`src/scsp_pkg.sv`:
```
// Constants shared by the supply control serial port.
// Assumes a single 40 MHz core clock; all pins are sampled through synchronisers.
package scsp_pkg;

  // ==========================================================================
  // Serial word
  localparam int unsigned WORD_BITS   = 16;
  localparam int unsigned BITCNT_W    = 5;
  localparam logic [4:0]  BITCNT_FULL = 5'h10;

  // ==========================================================================
  // Command word fields (bit positions)
  localparam int unsigned CMD_SENSOR1     = 0;
  localparam int unsigned CMD_SENSOR2     = 1;
  localparam int unsigned CMD_SENSOR3     = 2;
  localparam int unsigned CMD_SW_BATT     = 3;
  localparam int unsigned CMD_PROG_EN     = 4;
  localparam int unsigned CMD_PROG_5V     = 5;
  localparam int unsigned CMD_BUS_RX_EN   = 6;
  localparam int unsigned CMD_BUS_WAKE    = 7;
  localparam int unsigned CMD_USED_BITS   = 8;
  localparam logic [7:0]  CMD_RESET       = 8'hff;

  // ==========================================================================
  // Status word fields
  localparam int unsigned STAT_CURR_LSB   = 0;
  localparam int unsigned STAT_THERM_LSB  = 4;
  localparam int unsigned N_OUTPUTS       = 4;
  localparam logic [3:0]  THERM_RESET     = 4'h0;
  localparam logic [7:0]  STAT_UPPER      = 8'h00;

  // ==========================================================================
  // Timing
  localparam int unsigned CLK_PERIOD_PS   = 25000;
  localparam int unsigned SEQ_TIME_US     = 800;
  localparam int unsigned SEQ_CYCLES      =
    (SEQ_TIME_US * 1000000 + CLK_PERIOD_PS - 1) / CLK_PERIOD_PS;
  localparam int unsigned SEQ_CNT_W       = 16;

  // ==========================================================================
  // Power state, Gray coded along on -> down -> sleep -> up -> on
  typedef enum logic [1:0] {
    PWR_ON    = 2'h0,
    PWR_DOWN  = 2'h1,
    PWR_SLEEP = 2'h3,
    PWR_UP    = 2'h2
  } scsp_pwr_type;

endpackage

```
`src/scsp_sync.sv`:
```
// Two-flop synchroniser for a bundle of independent level inputs.
// Assumes each bit is a slow level; bits are not coherent with each other.
`timescale 1ns/10ps
`default_nettype none
module scsp_sync #(
  parameter int unsigned WIDTH = 1
) (
  input  wire logic             clock,
  input  wire logic             rstn,
  input  wire logic [WIDTH-1:0] async_in,
  output logic      [WIDTH-1:0] sync_out
);

  logic [WIDTH-1:0] meta_q;

  // ==========================================================================
  // Stages
  // First stage feeds only the second one
  always_ff @(posedge clock or negedge rstn) begin
    if (!rstn) begin
      meta_q   <= '0;
      sync_out <= '0;
    end else begin
      meta_q   <= async_in;
      sync_out <= meta_q;
    end
  end

endmodule
`default_nettype wire

```
`src/scsp_top.sv`:
```
// Serial control and status port of a multi-output supply device.
// Assumes the serial clock is at most 5 MHz so the 40 MHz clock sees every edge.
//
// Contract
// RL1: Select is active high; transfers happen only while select is high.
// RL2: Serial data is sampled on each serial clock rise while selected.
// RL3: A transfer is 16 bits; the shift register is full after 16.
// RL4: Command and status words move LSB first, first in first out.
// RL5: Received command bits take effect only on the falling edge of select.
// RL6: Select rise loads status into the shifter and shows status bit 0.
// RL7: Each later serial clock rise shows the next status bit.
// RL8: Deselected, clock and data are ignored and the output is released.
// RL9: Host changes select only while the serial clock is low.
// RL10: Host waits about 125 ns from select rise to first clock rise; scsp_host waits 200 ns.
// RL11: Host runs the serial clock no faster than 5.0 MHz.
// RL12: Host keeps serial data steady across the serial clock rise.
// RL13: Bits 0-4 switch sensor 1-3, battery and programming supplies; default on.
// RL14: Bit 5 picks programming level, 1 is 5V, 0 is 3.3V; default 1.
// RL15: Bit 6 enables the bus receiver, which stays powered while supplies are off.
// RL16: Bit 7 arms bus wake-up when 1, disables it when 0; default 1.
// RL17: Armed wake on bus activity in low power runs power-up, raises wake output.
// RL18: Sleep request falling edge returns the device to low quiescent mode.
// RL19: Status bits 4-7 latch thermal limits since last transfer, per output.
// RL20: Latched thermal bits clear on the trailing edge of select.
// RL21: Status bits 0-3 show live current limit per output, unlatched.
// RL22: Sleep request fall powers down even when held on, without resets.
// RL23: With a wrong bit count, apply the shifter as it stands at select fall.
// RL24: Status bits 15-8 read zero; command bits 15-8 have no effect.
`timescale 1ns/10ps
`default_nettype none
module scsp_top #(
  parameter int unsigned SEQ_CYCLES = scsp_pkg::SEQ_CYCLES
) (
  input  wire logic       clock,
  input  wire logic       rstn,
  input  wire logic       select,
  input  wire logic       sclk,
  input  wire logic       serial_in,
  output logic            serial_out,
  output logic            serial_out_oe,
  input  wire logic [3:0] thermal_limit,
  input  wire logic [3:0] current_limit,
  input  wire logic       bus_activity,
  input  wire logic       sleep_req,
  output logic            sensor_supply_1,
  output logic            sensor_supply_2,
  output logic            sensor_supply_3,
  output logic            switched_battery_out,
  output logic            prog_supply_en,
  output logic            prog_supply_5v,
  output logic            bus_rx_en,
  output logic            bus_wake_arm,
  output logic            wake_indication_out,
  output logic            regulators_on,
  output logic            power_seq_busy
);

  // ==========================================================================
  // Input synchronisation
  logic [12:0] pins_s;
  logic        cs_s;
  logic        sclk_s;
  logic        din_s;
  logic        bus_act_s;
  logic        sleep_s;
  logic [3:0]  therm_s;
  logic [3:0]  curr_s;

  scsp_sync #(
    .WIDTH    (13)
  ) u_sync (
    .clock    (clock),
    .rstn     (rstn),
    .async_in ({select, sclk, serial_in, bus_activity, sleep_req,
                thermal_limit, current_limit}),
    .sync_out (pins_s)
  );

  assign {cs_s, sclk_s, din_s, bus_act_s, sleep_s, therm_s, curr_s} = pins_s;

  // ==========================================================================
  // Edge detection on synchronised levels
  function automatic logic rose(input logic now, input logic was);
    rose = now & ~was;
  endfunction

  logic cs_d_q;
  logic sclk_d_q;
  logic sleep_d_q;
  logic cs_rise;
  logic cs_fall;
  logic sclk_rise;
  logic sleep_fall;

  always_ff @(posedge clock or negedge rstn) begin
    if (!rstn) begin
      cs_d_q    <= 1'b0;
      sclk_d_q  <= 1'b0;
      sleep_d_q <= 1'b0;
    end else begin
      cs_d_q    <= cs_s;
      sclk_d_q  <= sclk_s;
      sleep_d_q <= sleep_s;
    end
  end

  assign cs_rise    = rose(cs_s, cs_d_q);
  assign cs_fall    = rose(cs_d_q, cs_s);
  // Clock edges count only inside a selected frame
  assign sclk_rise  = rose(sclk_s, sclk_d_q) & cs_s & cs_d_q;  // [RL1] [RL8]
  assign sleep_fall = rose(sleep_d_q, sleep_s);

  // ==========================================================================
  // Status word
  logic [3:0]  therm_q;
  logic [15:0] status_word;

  // Current flags are live, thermal flags latched, upper byte zero
  assign status_word = {scsp_pkg::STAT_UPPER, therm_q, curr_s};  // [RL21] [RL24]

  // Set wins over the clear at select fall so a thermal event still active then is not lost
  always_ff @(posedge clock or negedge rstn) begin
    if (!rstn) begin
      therm_q <= scsp_pkg::THERM_RESET;
    end else if (cs_fall) begin
      therm_q <= therm_s;  // [RL20]
    end else begin
      therm_q <= therm_q | therm_s;  // [RL19]
    end
  end

  // ==========================================================================
  // Shift register and bit count
  logic [15:0]                   shift_q;
  logic [scsp_pkg::BITCNT_W-1:0] bitcnt_q;

  always_ff @(posedge clock or negedge rstn) begin
    if (!rstn) begin
      shift_q <= '0;
    end else if (cs_rise) begin
      shift_q <= status_word;  // [RL6]
    end else if (sclk_rise) begin
      // Data enters at the top, status leaves at the bottom: LSB first both ways
      shift_q <= {din_s, shift_q[15:1]};  // [RL2] [RL4]
    end
  end

  // Count saturates at full; extra edges still shift but are not counted
  always_ff @(posedge clock or negedge rstn) begin
    if (!rstn) begin
      bitcnt_q <= '0;
    end else if (cs_rise) begin
      bitcnt_q <= '0;
    end else if (sclk_rise && bitcnt_q != scsp_pkg::BITCNT_FULL) begin
      bitcnt_q <= bitcnt_q + 5'h01;  // [RL3]
    end
  end

  // ==========================================================================
  // Serial output
  always_ff @(posedge clock or negedge rstn) begin
    if (!rstn) begin
      serial_out    <= 1'b0;
      serial_out_oe <= 1'b0;
    end else begin
      serial_out_oe <= cs_s;  // [RL8]
      if (cs_rise) begin
        serial_out <= status_word[0];  // [RL6]
      end else if (sclk_rise) begin
        serial_out <= shift_q[1];  // [RL7]
      end else if (!cs_s) begin
        serial_out <= 1'b0;
      end
    end
  end

  // ==========================================================================
  // Command register
  logic [7:0] ctrl_q;

  // Applied only at select fall, whatever the bit count was; upper byte dropped
  always_ff @(posedge clock or negedge rstn) begin
    if (!rstn) begin
      ctrl_q <= scsp_pkg::CMD_RESET;  // [RL13] [RL14] [RL16]
    end else if (cs_fall) begin
      ctrl_q <= shift_q[7:0];  // [RL5] [RL23] [RL24]
    end
  end

  assign sensor_supply_1      = ctrl_q[scsp_pkg::CMD_SENSOR1];  // [RL13]
  assign sensor_supply_2      = ctrl_q[scsp_pkg::CMD_SENSOR2];
  assign sensor_supply_3      = ctrl_q[scsp_pkg::CMD_SENSOR3];
  assign switched_battery_out = ctrl_q[scsp_pkg::CMD_SW_BATT];
  assign prog_supply_en       = ctrl_q[scsp_pkg::CMD_PROG_EN];
  assign prog_supply_5v       = ctrl_q[scsp_pkg::CMD_PROG_5V];  // [RL14]
  // Receiver enable is independent of power state, so it stays on in sleep
  assign bus_rx_en            = ctrl_q[scsp_pkg::CMD_BUS_RX_EN];  // [RL15]
  assign bus_wake_arm         = ctrl_q[scsp_pkg::CMD_BUS_WAKE];  // [RL16]

  // ==========================================================================
  // Power state
  scsp_pkg::scsp_pwr_type           pwr_q;
  logic [scsp_pkg::SEQ_CNT_W-1:0]   seq_cnt_q;
  logic                             seq_done;
  localparam int unsigned                    SEQ_LAST_I = SEQ_CYCLES - 1;
  localparam logic [scsp_pkg::SEQ_CNT_W-1:0] SEQ_LAST   =
    SEQ_LAST_I[scsp_pkg::SEQ_CNT_W-1:0];

  assign seq_done = (seq_cnt_q == SEQ_LAST);

  // Reset outputs are not part of this block: a sleep power-down never asserts them
  always_ff @(posedge clock or negedge rstn) begin
    if (!rstn) begin
      pwr_q <= scsp_pkg::PWR_ON;
    end else begin
      case (pwr_q)
        scsp_pkg::PWR_ON: begin
          if (sleep_fall) begin
            pwr_q <= scsp_pkg::PWR_DOWN;  // [RL18] [RL22]
          end
        end
        scsp_pkg::PWR_DOWN: begin
          if (seq_done) begin
            pwr_q <= scsp_pkg::PWR_SLEEP;
          end
        end
        scsp_pkg::PWR_SLEEP: begin
          if ((bus_wake_arm && bus_act_s) || sleep_s) begin
            pwr_q <= scsp_pkg::PWR_UP;  // [RL17]
          end
        end
        default: begin
          if (seq_done) begin
            pwr_q <= scsp_pkg::PWR_ON;
          end
        end
      endcase
    end
  end

  always_ff @(posedge clock or negedge rstn) begin
    if (!rstn) begin
      seq_cnt_q <= '0;
    end else if (pwr_q == scsp_pkg::PWR_DOWN || pwr_q == scsp_pkg::PWR_UP) begin
      seq_cnt_q <= seq_done ? '0 : seq_cnt_q + 16'h0001;
    end else begin
      seq_cnt_q <= '0;
    end
  end

  // Wake indication holds until the host sends the device back to sleep
  always_ff @(posedge clock or negedge rstn) begin
    if (!rstn) begin
      wake_indication_out <= 1'b0;
    end else if (pwr_q == scsp_pkg::PWR_SLEEP && bus_wake_arm && bus_act_s) begin
      wake_indication_out <= 1'b1;  // [RL17]
    end else if (sleep_fall) begin
      wake_indication_out <= 1'b0;  // [RL18]
    end
  end

  always_ff @(posedge clock or negedge rstn) begin
    if (!rstn) begin
      regulators_on  <= 1'b1;
      power_seq_busy <= 1'b0;
    end else begin
      regulators_on  <= (pwr_q != scsp_pkg::PWR_SLEEP);
      power_seq_busy <= (pwr_q == scsp_pkg::PWR_DOWN) || (pwr_q == scsp_pkg::PWR_UP);
    end
  end
endmodule
`default_nettype wire

```
`config.mk`:
```
export PLATFORM = sky130hd
export DESIGN_NAME = scsp_top
export DESIGN_NICKNAME = d
export VERILOG_FILES = /design/src/scsp_pkg.sv /design/src/scsp_sync.sv /design/src/scsp_top.sv
export SDC_FILE = /design/constraint.sdc
export NUM_CORES = 1
export LEC_CHECK = 0
export BUFFER_PORTS_ARGS = -buffer_cell sky130_fd_sc_hd__buf_2
export CORE_MARGIN = 1.5
export CORE_UTILIZATION = 36
export CTS_BUF_LIST = sky130_fd_sc_hd__clkbuf_8
export DETAILED_ROUTE_END_ITERATION = 8
export GPL_ROUTABILITY_DRIVEN = 0
export PLACE_DENSITY = 0.63
export RECOVER_POWER = 50
export REMOVE_ABC_BUFFERS = 1
export SLEW_MARGIN = 20
export SYNTH_ARGS = -nofsm -noshare
export SYNTH_HDL_FRONTEND = slang
export SYNTH_SLANG_ARGS = --single-unit
```
`constraint.sdc`:
```
create_clock -name clock -period 4.6 [get_ports clock]
set_input_delay 0.23 -clock clock [delete_from_list [all_inputs] [get_ports clock]]
set_output_delay 0.23 -clock clock [all_outputs]
set_load 0.005 [all_outputs]
```
==> results.yml <==
run_status:
  outcome: "completed"
global_routing:
  grt_pass1_vias: 1811
  grt_remaining_overflow: 0
  track_usage_pct: 12.03
  antenna_found_initial: 0
  grt_max_degree: 80
  grt_pass1_wl_mm: 7.983
routing:
  ant_nets: 0
  drt_iter0_markers: 73
  first_pass_iters: 6
  drc_errors: 0
  num_vias: 1819
  totalWireLength_mm: 4.655
  drt-wirelength-per-cell_um: 11.76
  vias_per_cell: 4.593
setup_path:
  cp_cell_sequence: "ha_1 -> nand3_1 -> nor4_4 -> nand2b_1 -> nor2_1"
  path_buf_inv: 0
  reg2reg_slack_ns: 2.53
  slowest_delay_ns: 0.53
  cp.arrival_ns: 2.28
  path_max_fanout: 16
  worstSetupEndpointType: "flop"
  worst-setup-path-type: "flop to flop"
  startpoint_type: "flop"
  startpoint: "seq_cnt_q[0]$_DFF_PN0_"
  crit-reg2reg-launch: "seq_cnt_q[0]$_DFF_PN0_"
  r2r_cells: 5
  slowest_stage: "nand2b_1"
  cp.required_ns: 4.80
  critical_path.top_delay_family: "simple AND/OR/NAND/NOR gates"
  rr_endpoint: "seq_cnt_q[14]$_DFF_PN0_"
min_path:
  min_path_type: "input port to async pin"
finish:
  syn2layout_area_growth_pct: 19.73
  antennaDiodeCount: 0
  stdcell_area_um2: 3561
  drive_gt1_share_pct: 20.75
  finish.utilization_pct: 45.38
  regArea_um2: 1988
  fin_nets: 309
  final_cell_mix: "70 x dfrtp_1, 39 x nand2_1, 29 x nor2_1"
  nFillCells: 754
  layout_commonest_cell: "dfrtp_1"
  multi_input_area_um2: 914.6
yosys:
  synth-edff-count: 0
  yosys.area.top_type: "dfrtp_1"
  ys_ff_latch: 79
  syn_area_per_cell_um2: 12.09
  yosys.area.top_type_share_pct: 58.90
  ys.flop_type: "dfrtp_1"
  synth_area_um2: 2974
  postSynthCellCount: 246
  yosys.cell_types.count: 31
  synth-seq-area-share_pct: 66.85
  synth_area_leaders: "dfrtp_1 59%, dfstp_2 8.0%, nand2_1 4.9%"
  postSynth.asyncResetShare_pct: 100.0
  synth_warnings: 0
pwr:
  peakVddDrop_v: 0.0002315
  power_density_nw_per_um2: 438.4
  p_leak_uw: 0.001647
clock_network:
  cts_made_buffers: 9
  cts_tree: "built"
  clk_path_buf_depth: 2
  clkTransAtPathRegs_ns: 0.08
  cts-resized-gates: 0
  root_buffer: "clkbuf_8"
  cts_setup_buffers: 0
  htreeDepth: 3
  cts.sinks: 79
  clk_latency_ns: 0.35
timing:
  finalSetupViolations: 0
  finalCritPeriodShare_pct: 45.08
  worst_pin_slew_ns: 0.9228
  rsz0062_at_grt: "no"
  clock.fmax_ghz: 0.4822
  maxSlewHeadroom_pct: 38.48
  period_minus_slack_ns: 2.074
  finClkSkew_ns: 0.008828
  tns_ns: 0
  drv_slew: 0
  hold_viol: 0
floorplanning:
  rows: 32
  die_x_um: 93.89
  core_area_um2: 7848
  initial_core_util_pct: 37.90
  fp.dieArea_um2: 8815
  die_h_um: 93.89
  io_pins: 28
place:
  post-dp-hpwl_mm: 3.005
  io_buffers: 27
  placed_cell_area_um2: 3198
flow_run:
  max_cap_violations: 0
-- registers in the layout, summed over array words and instances (netlist names) --
name / count
seq_cnt_q: 16
shift_q: 16
u_sync.meta_q: 13
u_sync.sync_out: 13
ctrl_q: 8
therm_q: 4
pwr_q: 2
power_seq_busy: 1
regulators_on: 1
sclk_d_q: 1
serial_out: 1
serial_out_oe: 1
sleep_d_q: 1
wake_indication_out: 1
-- worst max-delay path by stage --
stage / endpoint / slack, ns / cells past startpoint
after floorplan: seq_cnt_q[10]$_DFF_PN0_ / 2.85 / 5
after global placement: seq_cnt_q[10]$_DFF_PN0_ / 2.60 / 5
after detailed placement: seq_cnt_q[7]$_DFF_PN0_ / 2.50 / 5
after CTS: seq_cnt_q[13]$_DFF_PN0_ / 2.49 / 5
after global routing: seq_cnt_q[3]$_DFF_PN0_ / 2.35 / 5
final: seq_cnt_q[14]$_DFF_PN0_ / 2.53 / 5
-- cells by family after synthesis --
| family | after synthesis | share of synthesized area, % |
|---|---|---|
| buf+inv | 16 | 2.398 |
| fa+ha+maj | 5 | 2.103 |
| flops | 79 | 66.85 |
| simple gates | 103 | 16.15 |
| xor+xnor | 14 | 4.123 |
| compound gates | 18 | 4.333 |
| mux | 11 | 4.039 |
-- worst reg2reg max path, cell delays in order, from the launching register on --
cell and delay, ns:
dfrtp_1 0.39, ha_1 0.20, nand3_1 0.29, nor4_4 0.42, nand2b_1 0.53, nor2_1 0.11
-- metrics by stage --
stage	hold WS [ns]	total power [uW]	setup WS [ns]	cells
6_report	0.03253	1561	2.526	396
5_1_grt	0.07829	1644	2.349	396
4_1_cts	0.05183	1586	2.493	396
3_5_place_dp	0.3355	998.8	2.498	367
3_3_place_gp	0.3329	990.9	2.597	367
2_1_floorplan	-0.06559	924.4	2.848	238
-- power breakdown --
group	internal, uW	leakage, uW	total, uW	switching, uW
registers	773	0.000953	816	43.5
logic	79.0	0.000573	173	93.6
clock network	335	0.000121	572	237
-- timing repair --
action                                  CTS  global route
hold buffers                             13             0
hold endpoints to repair                 13             0
endpoints found under the setup margin    0             0
-- synthesized netlist by cell type, types with 2 or more instances --
cell / count
a21o_1: 4
a22oi_1: 3
a31oi_1: 5
clkbuf_1: 6
dfrtp_1: 70
dfstp_2: 9
ha_1: 5
inv_1: 8
mux2_2: 8
mux2i_1: 3
nand2_1: 39
nand2b_1: 5
nand3_1: 15
nand4_1: 3
nor2_1: 29
nor3_1: 3
nor4_1: 4
o21ai_0: 2
xnor2_1: 13
-- per-layer routing --
layer,wire length [um],global-route usage [%],vias to the layer above
met2,2187,18.84,32
met4,60,4.353,0
met3,220,5.663,9
li1,-,-,902
met5,0,0,-
met1,2186,14.48,876
-- cell type report --
cell class | count | area share (%)
Sequential cell | 79 | 55.83
Multi-Input combinational cell | 151 | 25.69
Timing Repair Buffer | 40 | 7.519
Clock buffer | 11 | 4.252
Tap cell | 102 | 3.584
Clock inverter | 5 | 2.284
Inverter | 8 | 0.8433
(Power assumes the default switching activity.)
